==> src/core/pin_function_select_pkg.sv <==
// Package: register map, selection codes and reset values of the pin function select block
package pin_function_select_pkg;
   // Printed offsets are not multiples of four: they are register indices
   localparam logic [11:0] FUNCTION_SELECT_PINS_2_3_INDEX = 12'h1a1;
   localparam logic [11:0] FUNCTION_SELECT_PINS_4_5_INDEX = 12'h1a2;
   localparam logic [11:0] FUNCTION_SELECT_PINS_6_7_INDEX = 12'h1a3;
   localparam int unsigned ADDR_WIDTH = 14;
   localparam logic [7:0] FUNCTION_SELECT_RESET = 8'h00;
   localparam logic [31:0] READ_DATA_RESET = 32'h00000000;
   localparam int unsigned CODE_WIDTH = 4;
   localparam int unsigned PIN_COUNT = 6;
   localparam int unsigned REG_COUNT = 3;
   localparam int unsigned HIGH_NIBBLE_LSB = 4;
   localparam int unsigned LOW_NIBBLE_LSB = 0;

   typedef enum logic [3:0] {
      CODE_GPIO = 4'h0,
      CODE_INTERRUPT_0 = 4'h1,
      CODE_FRONT_END_A = 4'h4,
      CODE_FRONT_END_B = 4'h5,
      CODE_FRONT_END_C = 4'h6
   } pin_code_t;
endpackage : pin_function_select_pkg

==> src/core/pin_route_mux.sv <==
// One pin's function multiplexer: picks the driving source from its selection code
`timescale 1ns/100ps
module pin_route_mux (
   input wire logic [3:0] code,
   input wire logic gpio_out,
   input wire logic gpio_oe,
   input wire logic interrupt_output_0,
   input wire logic front_end_control_a,
   input wire logic front_end_control_b,
   input wire logic front_end_control_c,
   output logic pin_out,
   output logic pin_oe,
   output logic gpio_mode
);
   always_comb begin
      pin_out = 1'b0;
      pin_oe = 1'b0;
      gpio_mode = 1'b0;
      case (code)
         pin_function_select_pkg::CODE_GPIO: begin
            pin_out = gpio_out;
            pin_oe = gpio_oe;
            gpio_mode = 1'b1;
         end
         pin_function_select_pkg::CODE_INTERRUPT_0: begin
            pin_out = interrupt_output_0;
            pin_oe = 1'b1;
         end
         pin_function_select_pkg::CODE_FRONT_END_A: begin
            pin_out = front_end_control_a;
            pin_oe = 1'b1;
         end
         pin_function_select_pkg::CODE_FRONT_END_B: begin
            pin_out = front_end_control_b;
            pin_oe = 1'b1;
         end
         pin_function_select_pkg::CODE_FRONT_END_C: begin
            pin_out = front_end_control_c;
            pin_oe = 1'b1;
         end
         default: begin
            // Reserved and prohibited codes leave the pin undriven
            pin_out = 1'b0;
            pin_oe = 1'b0;
         end
      endcase
   end
endmodule : pin_route_mux

==> src/core/pin_function_select_2_to_7.sv <==
// Top: APB register file and pin multiplexers for port pins 2 to 7
//
// The APB interface to the registers is this design's own decision.
`timescale 1ns/100ps
module pin_function_select_2_to_7 (
   input wire logic pclk,
   input wire logic presetn,
   input wire logic psel,
   input wire logic penable,
   input wire logic pwrite,
   input wire logic [pin_function_select_pkg::ADDR_WIDTH-1:0] paddr,
   input wire logic [31:0] pwdata,
   input wire logic [3:0] pstrb,
   output logic [31:0] prdata,
   output logic pready,
   output logic pslverr,
   input wire logic interrupt_output_0,
   input wire logic front_end_control_a,
   input wire logic front_end_control_b,
   input wire logic front_end_control_c,
   input wire logic [5:0] gpio_out,
   input wire logic [5:0] gpio_oe,
   output logic [5:0] pin_out,
   output logic [5:0] pin_oe,
   output logic [5:0] gpio_mode
);
   ////////////////////////////////////////////////////////////////////////////
   // Address decode
   ////////////////////////////////////////////////////////////////////////////
   localparam int unsigned NREG = pin_function_select_pkg::REG_COUNT;
   localparam int unsigned AW = pin_function_select_pkg::ADDR_WIDTH;
   localparam logic [1:0] NO_SLOT = 2'(NREG);

   // Register index carried by a byte address
   function automatic logic [AW-3:0] word_index(input logic [AW-1:0] addr);
      return addr[AW-1:2];
   endfunction : word_index

   // Only word-aligned addresses reach a register
   function automatic logic is_aligned(input logic [AW-1:0] addr);
      return addr[1:0] == 2'b00;
   endfunction : is_aligned

   // Register slot for a byte address, or NO_SLOT when unmapped
   function automatic logic [1:0] decode_slot(input logic [AW-1:0] addr);
      logic [1:0] found;
      found = NO_SLOT;
      if (is_aligned(addr)) begin
         case (word_index(addr))
            pin_function_select_pkg::FUNCTION_SELECT_PINS_2_3_INDEX: begin
               found = 2'd0;
            end
            pin_function_select_pkg::FUNCTION_SELECT_PINS_4_5_INDEX: begin
               found = 2'd1;
            end
            pin_function_select_pkg::FUNCTION_SELECT_PINS_6_7_INDEX: begin
               found = 2'd2;
            end
            default: begin
               found = NO_SLOT;
            end
         endcase
      end
      return found;
   endfunction : decode_slot

   logic [1:0] slot;
   logic mapped;
   logic setup;
   logic access;
   logic write_access;
   logic read_setup;
   logic low_lane;

   assign slot = decode_slot(paddr);
   assign mapped = (slot != NO_SLOT);
   // First cycle of a transfer: select high, enable still low
   assign setup = psel & ~penable;
   // Access phase: the only edge at which a write may land
   assign access = psel & penable;
   assign write_access = access & pwrite;
   assign read_setup = setup & ~pwrite;
   // Only the lowest byte lane carries register bits
   assign low_lane = pstrb[0];
   // Zero-wait-state slave; unmapped addresses answer with an error
   assign pready = 1'b1;
   assign pslverr = access & ~mapped;

   ////////////////////////////////////////////////////////////////////////////
   // Function select registers
   ////////////////////////////////////////////////////////////////////////////
   logic [7:0] select_reg [NREG];
   logic [7:0] select_next [NREG];
   logic [NREG-1:0] write_hit;

   // One write strobe per register, raised only in the access phase
   for (genvar r = 0; r < NREG; r++) begin : g_hit
      assign write_hit[r] = write_access & low_lane & (slot == 2'(r));
   end

   // New byte of a register: the write data on a hit, the held value otherwise
   function automatic logic [7:0] next_byte(
      input logic [7:0] held,
      input logic [31:0] wdata,
      input logic hit);
      return hit ? wdata[7:0] : held;
   endfunction : next_byte

   always_comb begin
      for (int i = 0; i < NREG; i++) begin
         select_next[i] = next_byte(select_reg[i], pwdata, write_hit[i]);
      end
   end

   always_ff @(posedge pclk or negedge presetn) begin
      if (!presetn) begin
         for (int i = 0; i < NREG; i++) begin
            select_reg[i] <= pin_function_select_pkg::FUNCTION_SELECT_RESET;
         end
      end else begin
         for (int i = 0; i < NREG; i++) begin
            select_reg[i] <= select_next[i];
         end
      end
   end

   ////////////////////////////////////////////////////////////////////////////
   // Read data
   ////////////////////////////////////////////////////////////////////////////
   logic [31:0] prdata_reg;
   logic [31:0] prdata_next;

   // Read word of a slot, upper bytes zero; unmapped slots read as zero
   function automatic logic [31:0] read_word(
      input logic [1:0] s,
      input logic [7:0] r0,
      input logic [7:0] r1,
      input logic [7:0] r2);
      logic [31:0] word;
      word = 32'h00000000;
      case (s)
         2'd0: begin
            word = {24'h000000, r0};
         end
         2'd1: begin
            word = {24'h000000, r1};
         end
         2'd2: begin
            word = {24'h000000, r2};
         end
         default: begin
            word = 32'h00000000;
         end
      endcase
      return word;
   endfunction : read_word

   // Captured in the setup cycle, so the word stands for the whole access phase
   always_comb begin
      prdata_next = prdata_reg;
      if (read_setup) begin
         prdata_next = read_word(slot, select_reg[0], select_reg[1], select_reg[2]);
      end
   end

   always_ff @(posedge pclk or negedge presetn) begin
      if (!presetn) begin
         prdata_reg <= pin_function_select_pkg::READ_DATA_RESET;
      end else begin
         prdata_reg <= prdata_next;
      end
   end

   assign prdata = prdata_reg;

   ////////////////////////////////////////////////////////////////////////////
   // Per-pin multiplexers, each on its own nibble
   ////////////////////////////////////////////////////////////////////////////
   // Selection code of one pin: even pins use the low nibble, odd pins the high one
   function automatic logic [3:0] code_of(input logic [7:0] sel, input logic odd);
      return odd ? sel[pin_function_select_pkg::HIGH_NIBBLE_LSB +: 4] :
         sel[pin_function_select_pkg::LOW_NIBBLE_LSB +: 4];
   endfunction : code_of

   logic [3:0] pin2_code;
   logic [3:0] pin3_code;
   logic [3:0] pin4_code;
   logic [3:0] pin5_code;
   logic [3:0] pin6_code;
   logic [3:0] pin7_code;
   logic [3:0] pin_code [pin_function_select_pkg::PIN_COUNT];

   assign pin2_code = code_of(select_reg[0], 1'b0);
   assign pin3_code = code_of(select_reg[0], 1'b1);
   assign pin4_code = code_of(select_reg[1], 1'b0);
   assign pin5_code = code_of(select_reg[1], 1'b1);
   assign pin6_code = code_of(select_reg[2], 1'b0);
   assign pin7_code = code_of(select_reg[2], 1'b1);

   // Pin order of the output vectors: bit 0 is pin 2
   assign pin_code[0] = pin2_code;
   assign pin_code[1] = pin3_code;
   assign pin_code[2] = pin4_code;
   assign pin_code[3] = pin5_code;
   assign pin_code[4] = pin6_code;
   assign pin_code[5] = pin7_code;

   for (genvar p = 0; p < pin_function_select_pkg::PIN_COUNT; p++) begin : g_pin
      pin_route_mux u_mux (
         .code(pin_code[p]),
         .gpio_out(gpio_out[p]),
         .gpio_oe(gpio_oe[p]),
         .interrupt_output_0(interrupt_output_0),
         .front_end_control_a(front_end_control_a),
         .front_end_control_b(front_end_control_b),
         .front_end_control_c(front_end_control_c),
         .pin_out(pin_out[p]),
         .pin_oe(pin_oe[p]),
         .gpio_mode(gpio_mode[p])
      );
   end
endmodule : pin_function_select_2_to_7

==> config.mk <==
export PLATFORM = sky130hd
export DESIGN_NAME = pin_function_select_2_to_7
export DESIGN_NICKNAME = d
export VERILOG_FILES = /design/src/core/pin_function_select_pkg.sv /design/src/core/pin_route_mux.sv /design/src/core/pin_function_select_2_to_7.sv
export SDC_FILE = /design/constraint.sdc
export NUM_CORES = 1
export LEC_CHECK = 0
export ABC_CLOCK_PERIOD_IN_PS = 3100
export BUFFER_PORTS_ARGS = -buffer_cell sky130_fd_sc_hd__buf_2
export CAP_MARGIN = 20
export CORE_MARGIN = 4
export CORE_UTILIZATION = 49
export CTS_CLUSTER_DIAMETER = 60
export DETAILED_ROUTE_END_ITERATION = 16
export PLACE_DENSITY = 0.87
export SYNTH_ARGS = -nofsm -noshare
export SYNTH_HDL_FRONTEND = slang
export SYNTH_SLANG_ARGS = --single-unit
==> constraint.sdc <==
create_clock -name pclk -period 3.1 [get_ports pclk]
set_input_delay 0.31 -clock pclk [delete_from_list [all_inputs] [get_ports pclk]]
set_output_delay 0.31 -clock pclk [all_outputs]
set_load 0.01 [all_outputs]
Word-level counts from Yosys, hierarchy flattened
Cells that the tools add are included.
- bitwise gates (word level): 12
- reductions and logical operators: 14
- eq/ne operators: 30
- mux-type cells: 21
- operator list (cell ; number):
    equality test 4 x 3 -> 1 bit, second input constant ; 18
    equality test 12 x 9 -> 1 bit, second input constant ; 3
    one-hot mux 1 bit (5 select lines) ; 6
    equality test 4 x 1 -> 1 bit, second input constant ; 6
    zero test 4 bit ; 6
    one-hot mux 8 bit (3 select lines) ; 1
    OR reduction 4 bit ; 6
    one-hot mux 1 bit (2 select lines) ; 6
    AND 1 bit ; 9
    two-way mux 1 bit ; 6
    one-hot mux 2 bit (3 select lines) ; 1
    zero test 2 bit ; 2
    NOT 1 bit ; 3
    equality test 2 x 1 -> 1 bit, second input constant ; 1
    equality test 2 bit, second input constant ; 1
    two-way mux 2 bit ; 1
    != test 2 bit, second input constant ; 1
- word-level logic and storage cells: 81
- bits of input ports: 71
- output and inout bits: 52
- flip-flop bits (word level): 56

Depth between registers and ports, before layout
Gate-level depths: netlist of run 1.
- depth in word-level cells: 6
- gate-level depth with buffers: 6
- depth with buffers taken out: 4

By module
From an unflattened synthesis of run 1, not the netlist that was laid out.
- cell total of the unflattened synthesis: 185
- area, all modules: 2102.0 µm²
- by module, submodules not included (module ; area each (µm²) ; cells an instance ; seq. area each (µm²) ; times used):
    pin_function_select_2_to_7 ; 1689.1 ; 137 ; 800.8 ; 1
    pin_route_mux ; 68.8 ; 8 ; 0.0 ; 6

Worst setup path before layout of run 1
No wires, ideal clock.
- kind: input port to flip-flop
- from: input paddr[5] (netlist name)
- to: register select_reg, in the netlist pin5_code[0]
- arrival: 1.832 ns
- data required time: 2.972 ns
- stages on the path: 4
- buffers on the path: 0
- library setup time: 0.128 ns
- setup slack: 1.140 ns
- cells stage by stage: or4b_4 -> nor4_4 -> nand2_4 -> mux2_1
- longest elaborated chain between the ends: 5
- elaborated cells between the ends (all ways): 7
- those cells by class: eq/ne (4); mux (2); bitwise (1)
- RTL lines (item ; RTL line ; text):
    from (decl) ; pin_function_select_2_to_7.sv:11 ; input wire logic [pin_function_select_pkg::ADDR_WIDTH-1:0] paddr,
    equality test 12 x 9 -> 1 bit ; pin_function_select_2_to_7.sv:49 ; case (word_index(addr))
    one-hot mux 2 bit (3 select lines) * ; pin_function_select_2_to_7.sv:49 ;
    two-way mux 2 bit * ; pin_function_select_2_to_7.sv:48 ; if (is_aligned(addr)) begin
    equality test 2 x 1 -> 1 bit * ; pin_function_select_2_to_7.sv:98 ; assign write_hit[r] = write_access & low_lane & (slot == 2'(r));
    AND 1 bit * ; pin_function_select_2_to_7.sv:98 ;
    to (signal, indexed assignment) ; pin_function_select_2_to_7.sv:118 ; select_reg[i] <= pin_function_select_pkg::FUNCTION_SELECT_RESET;
    to (signal, indexed assignment) ; pin_function_select_2_to_7.sv:122 ; select_reg[i] <= select_next[i];
    to (decl) ; pin_function_select_2_to_7.sv:92 ; logic [7:0] select_reg [NREG];
Every way passes the cells marked *; elsewhere a longest branch is shown, timed or not.
A chain may end at the register's enable or synchronous reset.

Worst setup path in the final report of run 1
- from: input paddr[1] (netlist name)
- to: output pslverr
- longest elaborated chain between the ends: 5
- RTL lines (item ; RTL line ; text):
    zero test 2 bit ; pin_function_select_2_to_7.sv:41 ; return addr[1:0] == 2'b00;
    two-way mux 2 bit ; pin_function_select_2_to_7.sv:48 ;
    != test 2 bit ; pin_function_select_2_to_7.sv:76 ; assign mapped = (slot != NO_SLOT);
    NOT 1 bit ; pin_function_select_2_to_7.sv:87 ; assign pslverr = access & ~mapped;
    AND 1 bit ; pin_function_select_2_to_7.sv:87 ;
    to (decl) ; pin_function_select_2_to_7.sv:16 ; output logic pslverr,
No other way between the ends.

==> metrics.cfg, run 1 <==
[outcome]
status = completed

[floorplan]
die_h_um = 75.7
row_count = 24
start_util_pct = 51.3
die_w_um = 75.7
pin_count = 123
coreArea_um2 = 4380
dieArea_um2 = 5730

[timing]
max_slew.worst_pin.slew_ps = 726
setup_tns_ps = 0
post-route-min-period_ps = 2120
worst_slack_ps = 978
skew_ps = 12.1
finalHoldViolCount = 0
slew_viol_final = 0
slew_headroom_pct = 51.6
finalSetupViolCount = 0
finalCritPeriodShare_pct = 68.4
clock.fmax_mhz = 471
rsz0062_at_grt = no

[cells_and_area]
synthToLayoutAreaGrowth_pct = 9.97
nFillCells = 386
drive_gt1_share_pct = 42.0
multi_input_area_um2 = 1180
diodes = 0
ff_latch_area_um2 = 801
largest_reg_flops = 8
final_nets = 335

[worst_setup_path]
critical_path_peak_fanout = 10
crit_path_start_kind = primary input
arrival_ps = 1810
crit_path_end_kind = output pin
r2r_start = pin7_code[0]$_DFFE_PN0P_
required_ps = 2790
critPathKind = in2out
reg2reg_to = prdata[4]$_DFFE_PN0P_
worstRegToRegCells = 4
ff2ff_setup_slack_ps = 1840

[clock_network]
clock_tree.root_cell = clkbuf_8
clk_pin_slew_ps = 70
cts.path.max_buffers = 2
cts_buffers = 5
htreeDepth = 2
cts_hold_buffers = 0
postCtsSetupRepairBufs = 0
cts_tree = built
cts_resized = 0
cts.sinks = 32
insertion_delay_ps = 280

[job]
cap_violations = 0

[global_routing]
grt_antenna_before_repair = 0
grt_overflow = 0
grt_pass1_vias = 1629
grt_max_degree = 33
grt_first_pass_wirelength_um = 7970
gr-usage-all-layers_pct = 18.6

[placed_design]
place.gp.congestion = 0.865
place_ws_ps = 860
numPortBuffers = 70
hpwlAfterDp_um = 4000

[power_and_ir_drop]
p_comb_share_pct = 12.4
p_int_w = 0.000608
power.density_nw_per_um2 = 329
power_w = 0.000813
peakVddDrop_mv = 0.236
swShare_pct = 25.3
p_sw_w = 0.000206
leakage_nw = 1.31
clkPwrFrac_pct = 36.3
seqPwrFrac_pct = 51.4

[synth]
async_reset_ff_share_pct = 100
ys_ff_latch = 32
yosysSeqAreaShare_pct = 35.6
synth_top_area_cell = dfrtp_1
yosysMostFrequentCell = buf_4
synth-edff-count = 0
synth_common_cells = 43 x buf_4, 32 x dfrtp_1, 24 x mux2_2
synth.top_cells.by_area = dfrtp_1 36%, buf_4 14%, mux2_2 12%
synthCells = 215
syn_area_um2 = 2250
synth_ff_type = dfrtp_1
synth_top_area_share_pct = 35.6
syn_avg_cell_area_um2 = 10.5
ys_types = 32
synth_warnings = 0

[worst_hold_path]
hold_class = in2async

[drt]
drc_errors = 0
viasPerCell = 5.62
wl_per_cell_um = 16.5
num_vias = 1776
first_pass_iters = 4
routed_wirelength_um = 5200
first_iter_violations = 82
ant_nets = 0

-- final cells by class --
type                       instances  area share (%)
multi-input combinational        155            47.6
sequential                        32            32.4
timing repair buffer              70            14.2
clock buffer                       6            2.94
tap                               52            2.63
clock inverter                     1           0.203
-- metal layers --
metal | GRT usage [%] | wire length, µm | up-vias
met5 | 0 | 0 | -
met4 | 6.80 | 49 | 0
met3 | 5.54 | 539 | 6
met2 | 29.1 | 2460 | 89
met1 | 24.6 | 2160 | 859
li1 | - | - | 822
-- critical path: stages --
cell and delay (ps):
buf_2 90, or4b_1 590, or2_1 420, o211a_1 260
buf_2 130
-- worst max path at each step --
stage	from	to	cells past startpoint
6_report	paddr[1]	pslverr	5
5_1_grt	paddr[1]	pslverr	5
4_1_cts	paddr[1]	pslverr	5
3_5_place_dp	paddr[5]	pin5_code[0]$_DFFE_PN0P_	5
3_3_place_gp	paddr[5]	pin5_code[0]$_DFFE_PN0P_	5
2_1_floorplan	paddr[5]	pin5_code[0]$_DFFE_PN0P_	4
-- layout by cell type, fill, tap and decap left out, types with 3 or more instances in the layout --
master,netlist,routed
nand2_4,3,3
mux4_2,3,3
nand3_1,3,3
mux2i_1,6,6
dfrtp_1,32,32
nand2_1,7,7
a22oi_1,8,8
clkbuf_8,0,5
buf_2,2,70
o41ai_1,6,6
nor2_1,3,3
nand2b_1,9,9
nand4b_1,3,3
a21oi_1,9,9
o21bai_1,7,7
a21o_1,8,8
nor4_1,8,8
conb_1,2,25
o21ai_0,9,9
mux2_2,24,24
-- stage by stage --
step | area [µm²] | std cells | util (%) | hold slack, ps
2_1_floorplan | 2330 | 238 | - | 14.4
3_3_place_gp | 2390 | 309 | 54.6 | 394
3_5_place_dp | 2390 | 309 | 54.6 | 407
4_1_cts | 2470 | 316 | 56.4 | 101
5_1_grt | 2470 | 316 | 56.4 | 137
6_report | 2470 | 316 | 56.4 | 81.6
-- logic make-up after synthesis --
kind of cell    after synthesis  share of synthesized area (%)
other cells                   2                          0.334
compound gates               48                           14.5
flops                        32                           35.6
mux                          35                           18.9
simple gates                 47                           14.9
buf+inv                      51                           15.8
-- power by group through the flow --
| stage | Sequential, W | Clock [W] | Combinational [W] |
|---|---|---|---|
| floorplan | 0.000426 | 0 | 0.0000796 |
| global placement | 0.000425 | 0 | 0.0000980 |
| detailed placement | 0.000425 | 0 | 0.000100 |
| CTS | 0.000418 | 0.000302 | 0.000101 |
| global route | 0.000417 | 0.000322 | 0.000114 |
| finish | 0.000418 | 0.000295 | 0.000101 |
No activity file was read; power rests on OpenSTA's default activity.
==> run 2, diff against run 1 <==
--- a/config.mk
+++ b/config.mk
@@ -5,14 +5,14 @@
 export SDC_FILE = /design/constraint.sdc
 export NUM_CORES = 1
 export LEC_CHECK = 0
-export ABC_CLOCK_PERIOD_IN_PS = 3100
+export ABC_CLOCK_PERIOD_IN_PS = 1750
 export BUFFER_PORTS_ARGS = -buffer_cell sky130_fd_sc_hd__buf_2
 export CAP_MARGIN = 20
 export CORE_MARGIN = 4
-export CORE_UTILIZATION = 49
+export CORE_UTILIZATION = 41
 export CTS_CLUSTER_DIAMETER = 60
 export DETAILED_ROUTE_END_ITERATION = 16
-export PLACE_DENSITY = 0.87
+export PLACE_DENSITY = 0.78
 export SYNTH_ARGS = -nofsm -noshare
 export SYNTH_HDL_FRONTEND = slang
 export SYNTH_SLANG_ARGS = --single-unit
==> constraint.sdc (replaced) <==
create_clock -name pclk -period 1.75 [get_ports pclk]
set_input_delay 0.175 -clock pclk [delete_from_list [all_inputs] [get_ports pclk]]
set_output_delay 0.175 -clock pclk [all_outputs]
set_load 0.01 [all_outputs]
==> metrics.cfg, run 2 (same netlist as run 1, synthesis figures left out) <==
[timing]
worst_slack_ps = 10.8  ; -968 ps
skew_ps = 4.96  ; -7.13 ps
max_slew.worst_pin.slew_ps = 731  ; +4.87 ps
whs_ps = 140  ; +58.6 ps
clock.fmax_mhz = 575
finalCritPeriodShare_pct = 99.4
finalSetupViolCount = 0  ; unchanged
post-route-min-period_ps = 1740
rsz0062_at_grt = yes
finalHoldViolCount = 0  ; unchanged
slew_viol_final = 0  ; unchanged
slew_headroom_pct = 51.2  ; -0.42 points

[power_and_ir_drop]
p_int_w = 0.00132  ; +120%
swShare_pct = 23.5  ; -1.8 points
power_w = 0.00172  ; +110%
seqPwrFrac_pct = 42.9  ; -8.5 points
leakage_nw = 1.40  ; +7.1%
peakVddDrop_mv = 0.462  ; +95%
p_sw_w = 0.000405  ; +97%
power.density_nw_per_um2 = 642  ; +95%
clkPwrFrac_pct = 45.9  ; +9.6 points
p_comb_share_pct = 11.1  ; -1.3 points

[drt]
first_pass_iters = 4  ; unchanged
ant_nets = 0  ; unchanged
drc_errors = 0  ; unchanged
wl_per_cell_um = 16.0  ; -2.5%
routed_wirelength_um = 5580  ; +7.3%
num_vias = 1833  ; +3.2%
first_iter_violations = 76  ; -7.3%
viasPerCell = 5.27  ; -6.3%

[placed_design]
numPortBuffers = 70  ; unchanged
hpwlAfterDp_um = 4260  ; +6.6%
place.gp.congestion = 0.780  ; -9.8%
place_ws_ps = -128  ; -987 ps

[global_routing]
grt_pass1_vias = 1714  ; +5.2%
gr-usage-all-layers_pct = 17.2  ; -1.5 points
grt_antenna_before_repair = 0  ; unchanged
grt_max_degree = 33  ; unchanged
grt_first_pass_wirelength_um = 8670  ; +8.7%
grt_overflow = 0  ; unchanged

[clock_network]
insertion_delay_ps = 290  ; about the same
clk_pin_slew_ps = 70  ; about the same
htreeDepth = 2  ; unchanged
cts.path.max_buffers = 2  ; unchanged
cts_tree = built
cts_buffers = 5  ; unchanged
cts.sinks = 32  ; unchanged
clock_tree.root_cell = clkbuf_8

[worst_setup_path]
crit_path_end_kind = output pin
crit_path_start_kind = primary input
critical_path_peak_fanout = 7  ; -3
required_ps = 1570  ; -1220 ps
r2r_start = pin7_code[0]$_DFFE_PN0P_
critPathLaunch = paddr[12]
critPathKind = in2out
arrival_ps = 1560  ; -250 ps

[floorplan]
pin_count = 123  ; unchanged
dieArea_um2 = 6730  ; +17%
die_w_um = 82.0  ; +8.3%
coreArea_um2 = 5200  ; +19%
die_h_um = 82.0  ; +8.3%
start_util_pct = 43.2  ; -8.1 points
row_count = 26  ; +8.3%

[cells_and_area]
final_util_pct = 51.6  ; -4.8 points
diodes = 0  ; unchanged
final_cell_mix = 69 x buf_2, 28 x dfrtp_1, 25 x conb_1
final_common_cell = buf_2
multi_input_area_um2 = 1190  ; +1.5%
largest_reg_flops = 8  ; unchanged
synthToLayoutAreaGrowth_pct = 19.4
final_nets = 348  ; +3.9%
ff_latch_area_um2 = 806  ; +0.63%
drive_gt1_share_pct = 48.2  ; +6.2 points
nFillCells = 491  ; +27%

[job]
cap_violations = 0  ; unchanged

[outcome]
status = completed

[worst_hold_path]
hold_class = in2reg
holdCritStartpoint = pwdata[4]

run 2: timing repair:
action                                 4_1_cts  5_1_grt
resized for setup                            4        3
gates cloned                                 0        0
hold buffers                                 1        0
setup endpoints to repair                    4        4
pin swaps                                    0        2
setup buffers                                0        4
endpoints found under the hold margin       32        0
run 2: layer usage:
layer  vias up  track usage, %  part of all wire, %  wire (µm)
met5         -               0                    0          0
met4         0            6.98                  1.8         99
met3        10            3.40                  8.6        483
met2        89            25.9                   46       2570
met1       881            23.9                   44       2430
li1        853               -                    -          -
run 2: critical path, stage by stage:
cell and delay, ps:
buf_6 90, or4b_4 550, or2_4 290, buf_12 140, o211a_1 190, buf_2 130
run 2: cell type report:
cell class              instances  share of cell area [%]
flip-flops and latches         32                    30.0
repair buffers                 83                    17.5
clock buffers                   7                    3.59
well taps                      70                    3.26
multi-input cells             155                    44.5
clock inverters                 1                    1.12
run 2: power by group through the flow:
stage / logic (W) / clock network, W / registers, W
6_report: 0.000192 / 0.000791 / 0.000740
5_1_grt: 0.000216 / 0.000831 / 0.000739
4_1_cts: 0.000190 / 0.000796 / 0.000740
3_5_place_dp: 0.000188 / 0 / 0.000754
3_3_place_gp: 0.000185 / 0 / 0.000754
2_1_floorplan: 0.000142 / 0 / 0.000754
run 2: worst paths after layout:
kind,to,slack (ps),cells past startpoint
min in group asynchronous,pin3_code[1]$_DFFE_PN0P_,470,2
hold reg to reg,prdata[7]$_DFFE_PN0P_,490,1
max in group asynchronous,pin5_code[0]$_DFFE_PN0P_,770,2
setup reg to reg,prdata[4]$_DFFE_PN0P_,400,5
hold / removal,pin5_code[0]$_DFFE_PN0P_,140,2
setup / recovery,pslverr,10,6
run 2: per-stage QoR:
stage               cell area (µm²)  instances  setup TNS, ps
floorplan                      2340        238          -8.86
global placement               2500        335          -2030
detailed placement             2500        335          -2180
CTS                            2640        344          -15.4
global route                   2680        348          -29.0
finish                         2680        348              0
==> run 3, diff against run 2 <==
==> constraint.sdc (replaced) <==
create_clock -name pclk -period 1.75 [get_ports pclk]
set_input_delay 0.35 -clock pclk [delete_from_list [all_inputs] [get_ports pclk]]
set_output_delay 0.35 -clock pclk [all_outputs]
set_load 0.01 [all_outputs]
==> metrics.cfg, run 3 (same netlist as run 1, synthesis figures left out) <==
[floorplan]
coreArea_um2 = 5200  ; unchanged
pin_count = 123  ; unchanged
start_util_pct = 43.2  ; unchanged
die_w_um = 82.0  ; unchanged
die_h_um = 82.0  ; unchanged
dieArea_um2 = 6730  ; unchanged
row_count = 26  ; unchanged

[cells_and_area]
largest_reg_flops = 8  ; unchanged
diodes = 0  ; unchanged
nFillCells = 470  ; -4.3%
final_nets = 354  ; +1.7%
drive_gt1_share_pct = 53.9  ; +5.7 points
synthToLayoutAreaGrowth_pct = 27.0
final_cell_mix = 68 x buf_2, 29 x dfrtp_1, 25 x conb_1
final_common_cell = buf_2
fin_cells = 354  ; +1.7%

[placed_design]
place_ws_ps = -280  ; -153 ps
hpwlAfterDp_um = 4360  ; +2.4%
numPortBuffers = 70  ; unchanged
place.gp.congestion = 0.805  ; +3.2%
dp.cells = 338  ; +0.90%

[outcome]
violations = setup timing
status = finished, violations left

[timing]
post-route-min-period_ps = 1920  ; +183 ps
max_slew.worst_pin.slew_ps = 886  ; +155 ps
slew_headroom_pct = 40.8  ; -10 points
clock.fmax_mhz = 520  ; -9.5%
finalCritPeriodShare_pct = 110  ; +10 points
rsz0062_at_grt = yes
finalHoldViolCount = 0  ; unchanged
whs_ps = 115  ; -25.1 ps
finalSetupViolCount = 28  ; +28
slew_viol_final = 0  ; unchanged
skew_ps = 1.75  ; -3.21 ps
worst_slack_ps = -172  ; -183 ps

[clock_network]
cts_hold_buffers = 0  ; -1
htreeDepth = 2  ; unchanged
cts.path.max_buffers = 2  ; unchanged
clk_pin_slew_ps = 70  ; about the same
cts_tree = built
insertion_delay_ps = 290  ; about the same
cts.sinks = 32  ; unchanged
clock_tree.root_cell = clkbuf_8
cts_buffers = 5  ; unchanged

[drt]
num_vias = 1895  ; +3.4%
ant_nets = 0  ; unchanged
first_pass_iters = 4  ; unchanged
wl_per_cell_um = 17.2  ; +7.0%
viasPerCell = 5.35  ; +1.6%
routed_wirelength_um = 6080  ; +8.8%
drc_errors = 0  ; unchanged
first_iter_violations = 117  ; +54%

[power_and_ir_drop]
seqPwrFrac_pct = 44.8  ; +1.9 points
power.density_nw_per_um2 = 578  ; -9.9%
p_comb_share_pct = 12.7  ; +1.6 points
p_sw_w = 0.000405  ; +0.13%
peakVddDrop_mv = 0.510  ; +10%
p_int_w = 0.00124  ; -5.6%
leakage_nw = 1.45  ; +3.4%
swShare_pct = 24.6  ; +1.1 points
clkPwrFrac_pct = 42.5  ; -3.4 points

[global_routing]
grtUsageMet1_pct = 22.2  ; -1.7 points
grt_first_pass_wirelength_um = 9280  ; +7.1%
grt_use_met3_pct = 3.95  ; +0.55 points
grt_overflow = 0  ; unchanged
grt-busiest-layer = met2
grt_max_degree = 33  ; unchanged
grt_pass1_vias = 1952  ; +14%
grt_antenna_before_repair = 0  ; unchanged
use_met2_pct = 31.3  ; +5.3 points
gr-usage-all-layers_pct = 18.2  ; +1.0 points

[job]
cap_violations = 0  ; unchanged

[worst_setup_path]
crit_path_start_kind = primary input
arrival_ps = 1570  ; about the same
required_ps = 1400  ; -170 ps
crit_path_end_kind = output pin
critPathKind = in2out
critical_path_peak_fanout = 2  ; -5

[worst_hold_path]
hold_class = in2async

[run 3: worst max-delay path, stage by stage]
cell	delay [ps]
buf_6	90
or4b_4	530
or2_4	260
o211a_1	200
buf_2	130
[run 3: layer usage]
layer	share of wire (%)	routed length, µm
met1	41	2470
met3	9.1	550
met5	0	0
met4	2.2	133
met2	48	2920
[run 3: final timing paths]
| path | from | end | slack [ps] | depth (start not counted) |
|---|---|---|---|---|
| setup reg to reg | pin7_code[0]$_DFFE_PN0P_ | prdata[4]$_DFFE_PN0P_ | 440 | 5 |
| hold reg to reg | prdata[7]$_DFFE_PN0P_ | prdata[7]$_DFFE_PN0P_ | 470 | 1 |
| min in group pclk | pwdata[5] | pin5_code[1]$_DFFE_PN0P_ | 320 | 2 |
| setup / recovery | paddr[6] | pslverr | -170 | 5 |
| max in group asynchronous | presetn | pin2_code[2]$_DFFE_PN0P_ | 1130 | 1 |
| hold / removal | presetn | pin3_code[2]$_DFFE_PN0P_ | 120 | 1 |
[run 3: through the flow]
step | setup TNS, ps | cell area, µm² | power, W | util, %
floorplan | -3660 | 2400 | 0.000898 | -
global placement | -7370 | 2570 | 0.000940 | 49.4
detailed placement | -7650 | 2570 | 0.000944 | 49.4
CTS | -1870 | 2760 | 0.00165 | 53.1
global route | -3010 | 2850 | 0.00172 | 54.8
finish | -2330 | 2850 | 0.00165 | 54.8
[run 3: what timing repair did]
| action | in CTS | in global routing |
|---|---|---|
| pin swaps | 3 | 2 |
| cloned | 0 | 0 |
| buffers inserted | 7 | 2 |
| endpoints found under the setup margin | 7 | 33 |
| gates resized for setup | 8 | 21 |
[run 3: cell type report]
| cell class | count | area [µm²] | share of cell area [%] |
|---|---|---|---|
| multi-input cells | 155 | 1330 | 46.6 |
| well taps | 70 | 87.6 | 3.07 |
| flip-flops and latches | 32 | 805 | 28.2 |
| repair buffers | 89 | 526 | 18.4 |
| clock inverters | 2 | 35.0 | 1.23 |
| clock buffers | 6 | 72.6 | 2.54 |
[run 3: power by group through the flow]
stage                     combinational, W  clock, W  sequential (W)
after CTS                         0.000198  0.000707        0.000740
final                             0.000209  0.000701        0.000740
after global routing              0.000229  0.000749        0.000739
after detailed placement          0.000191         0        0.000754
after global placement            0.000186         0        0.000754
after floorplan                   0.000144         0        0.000754
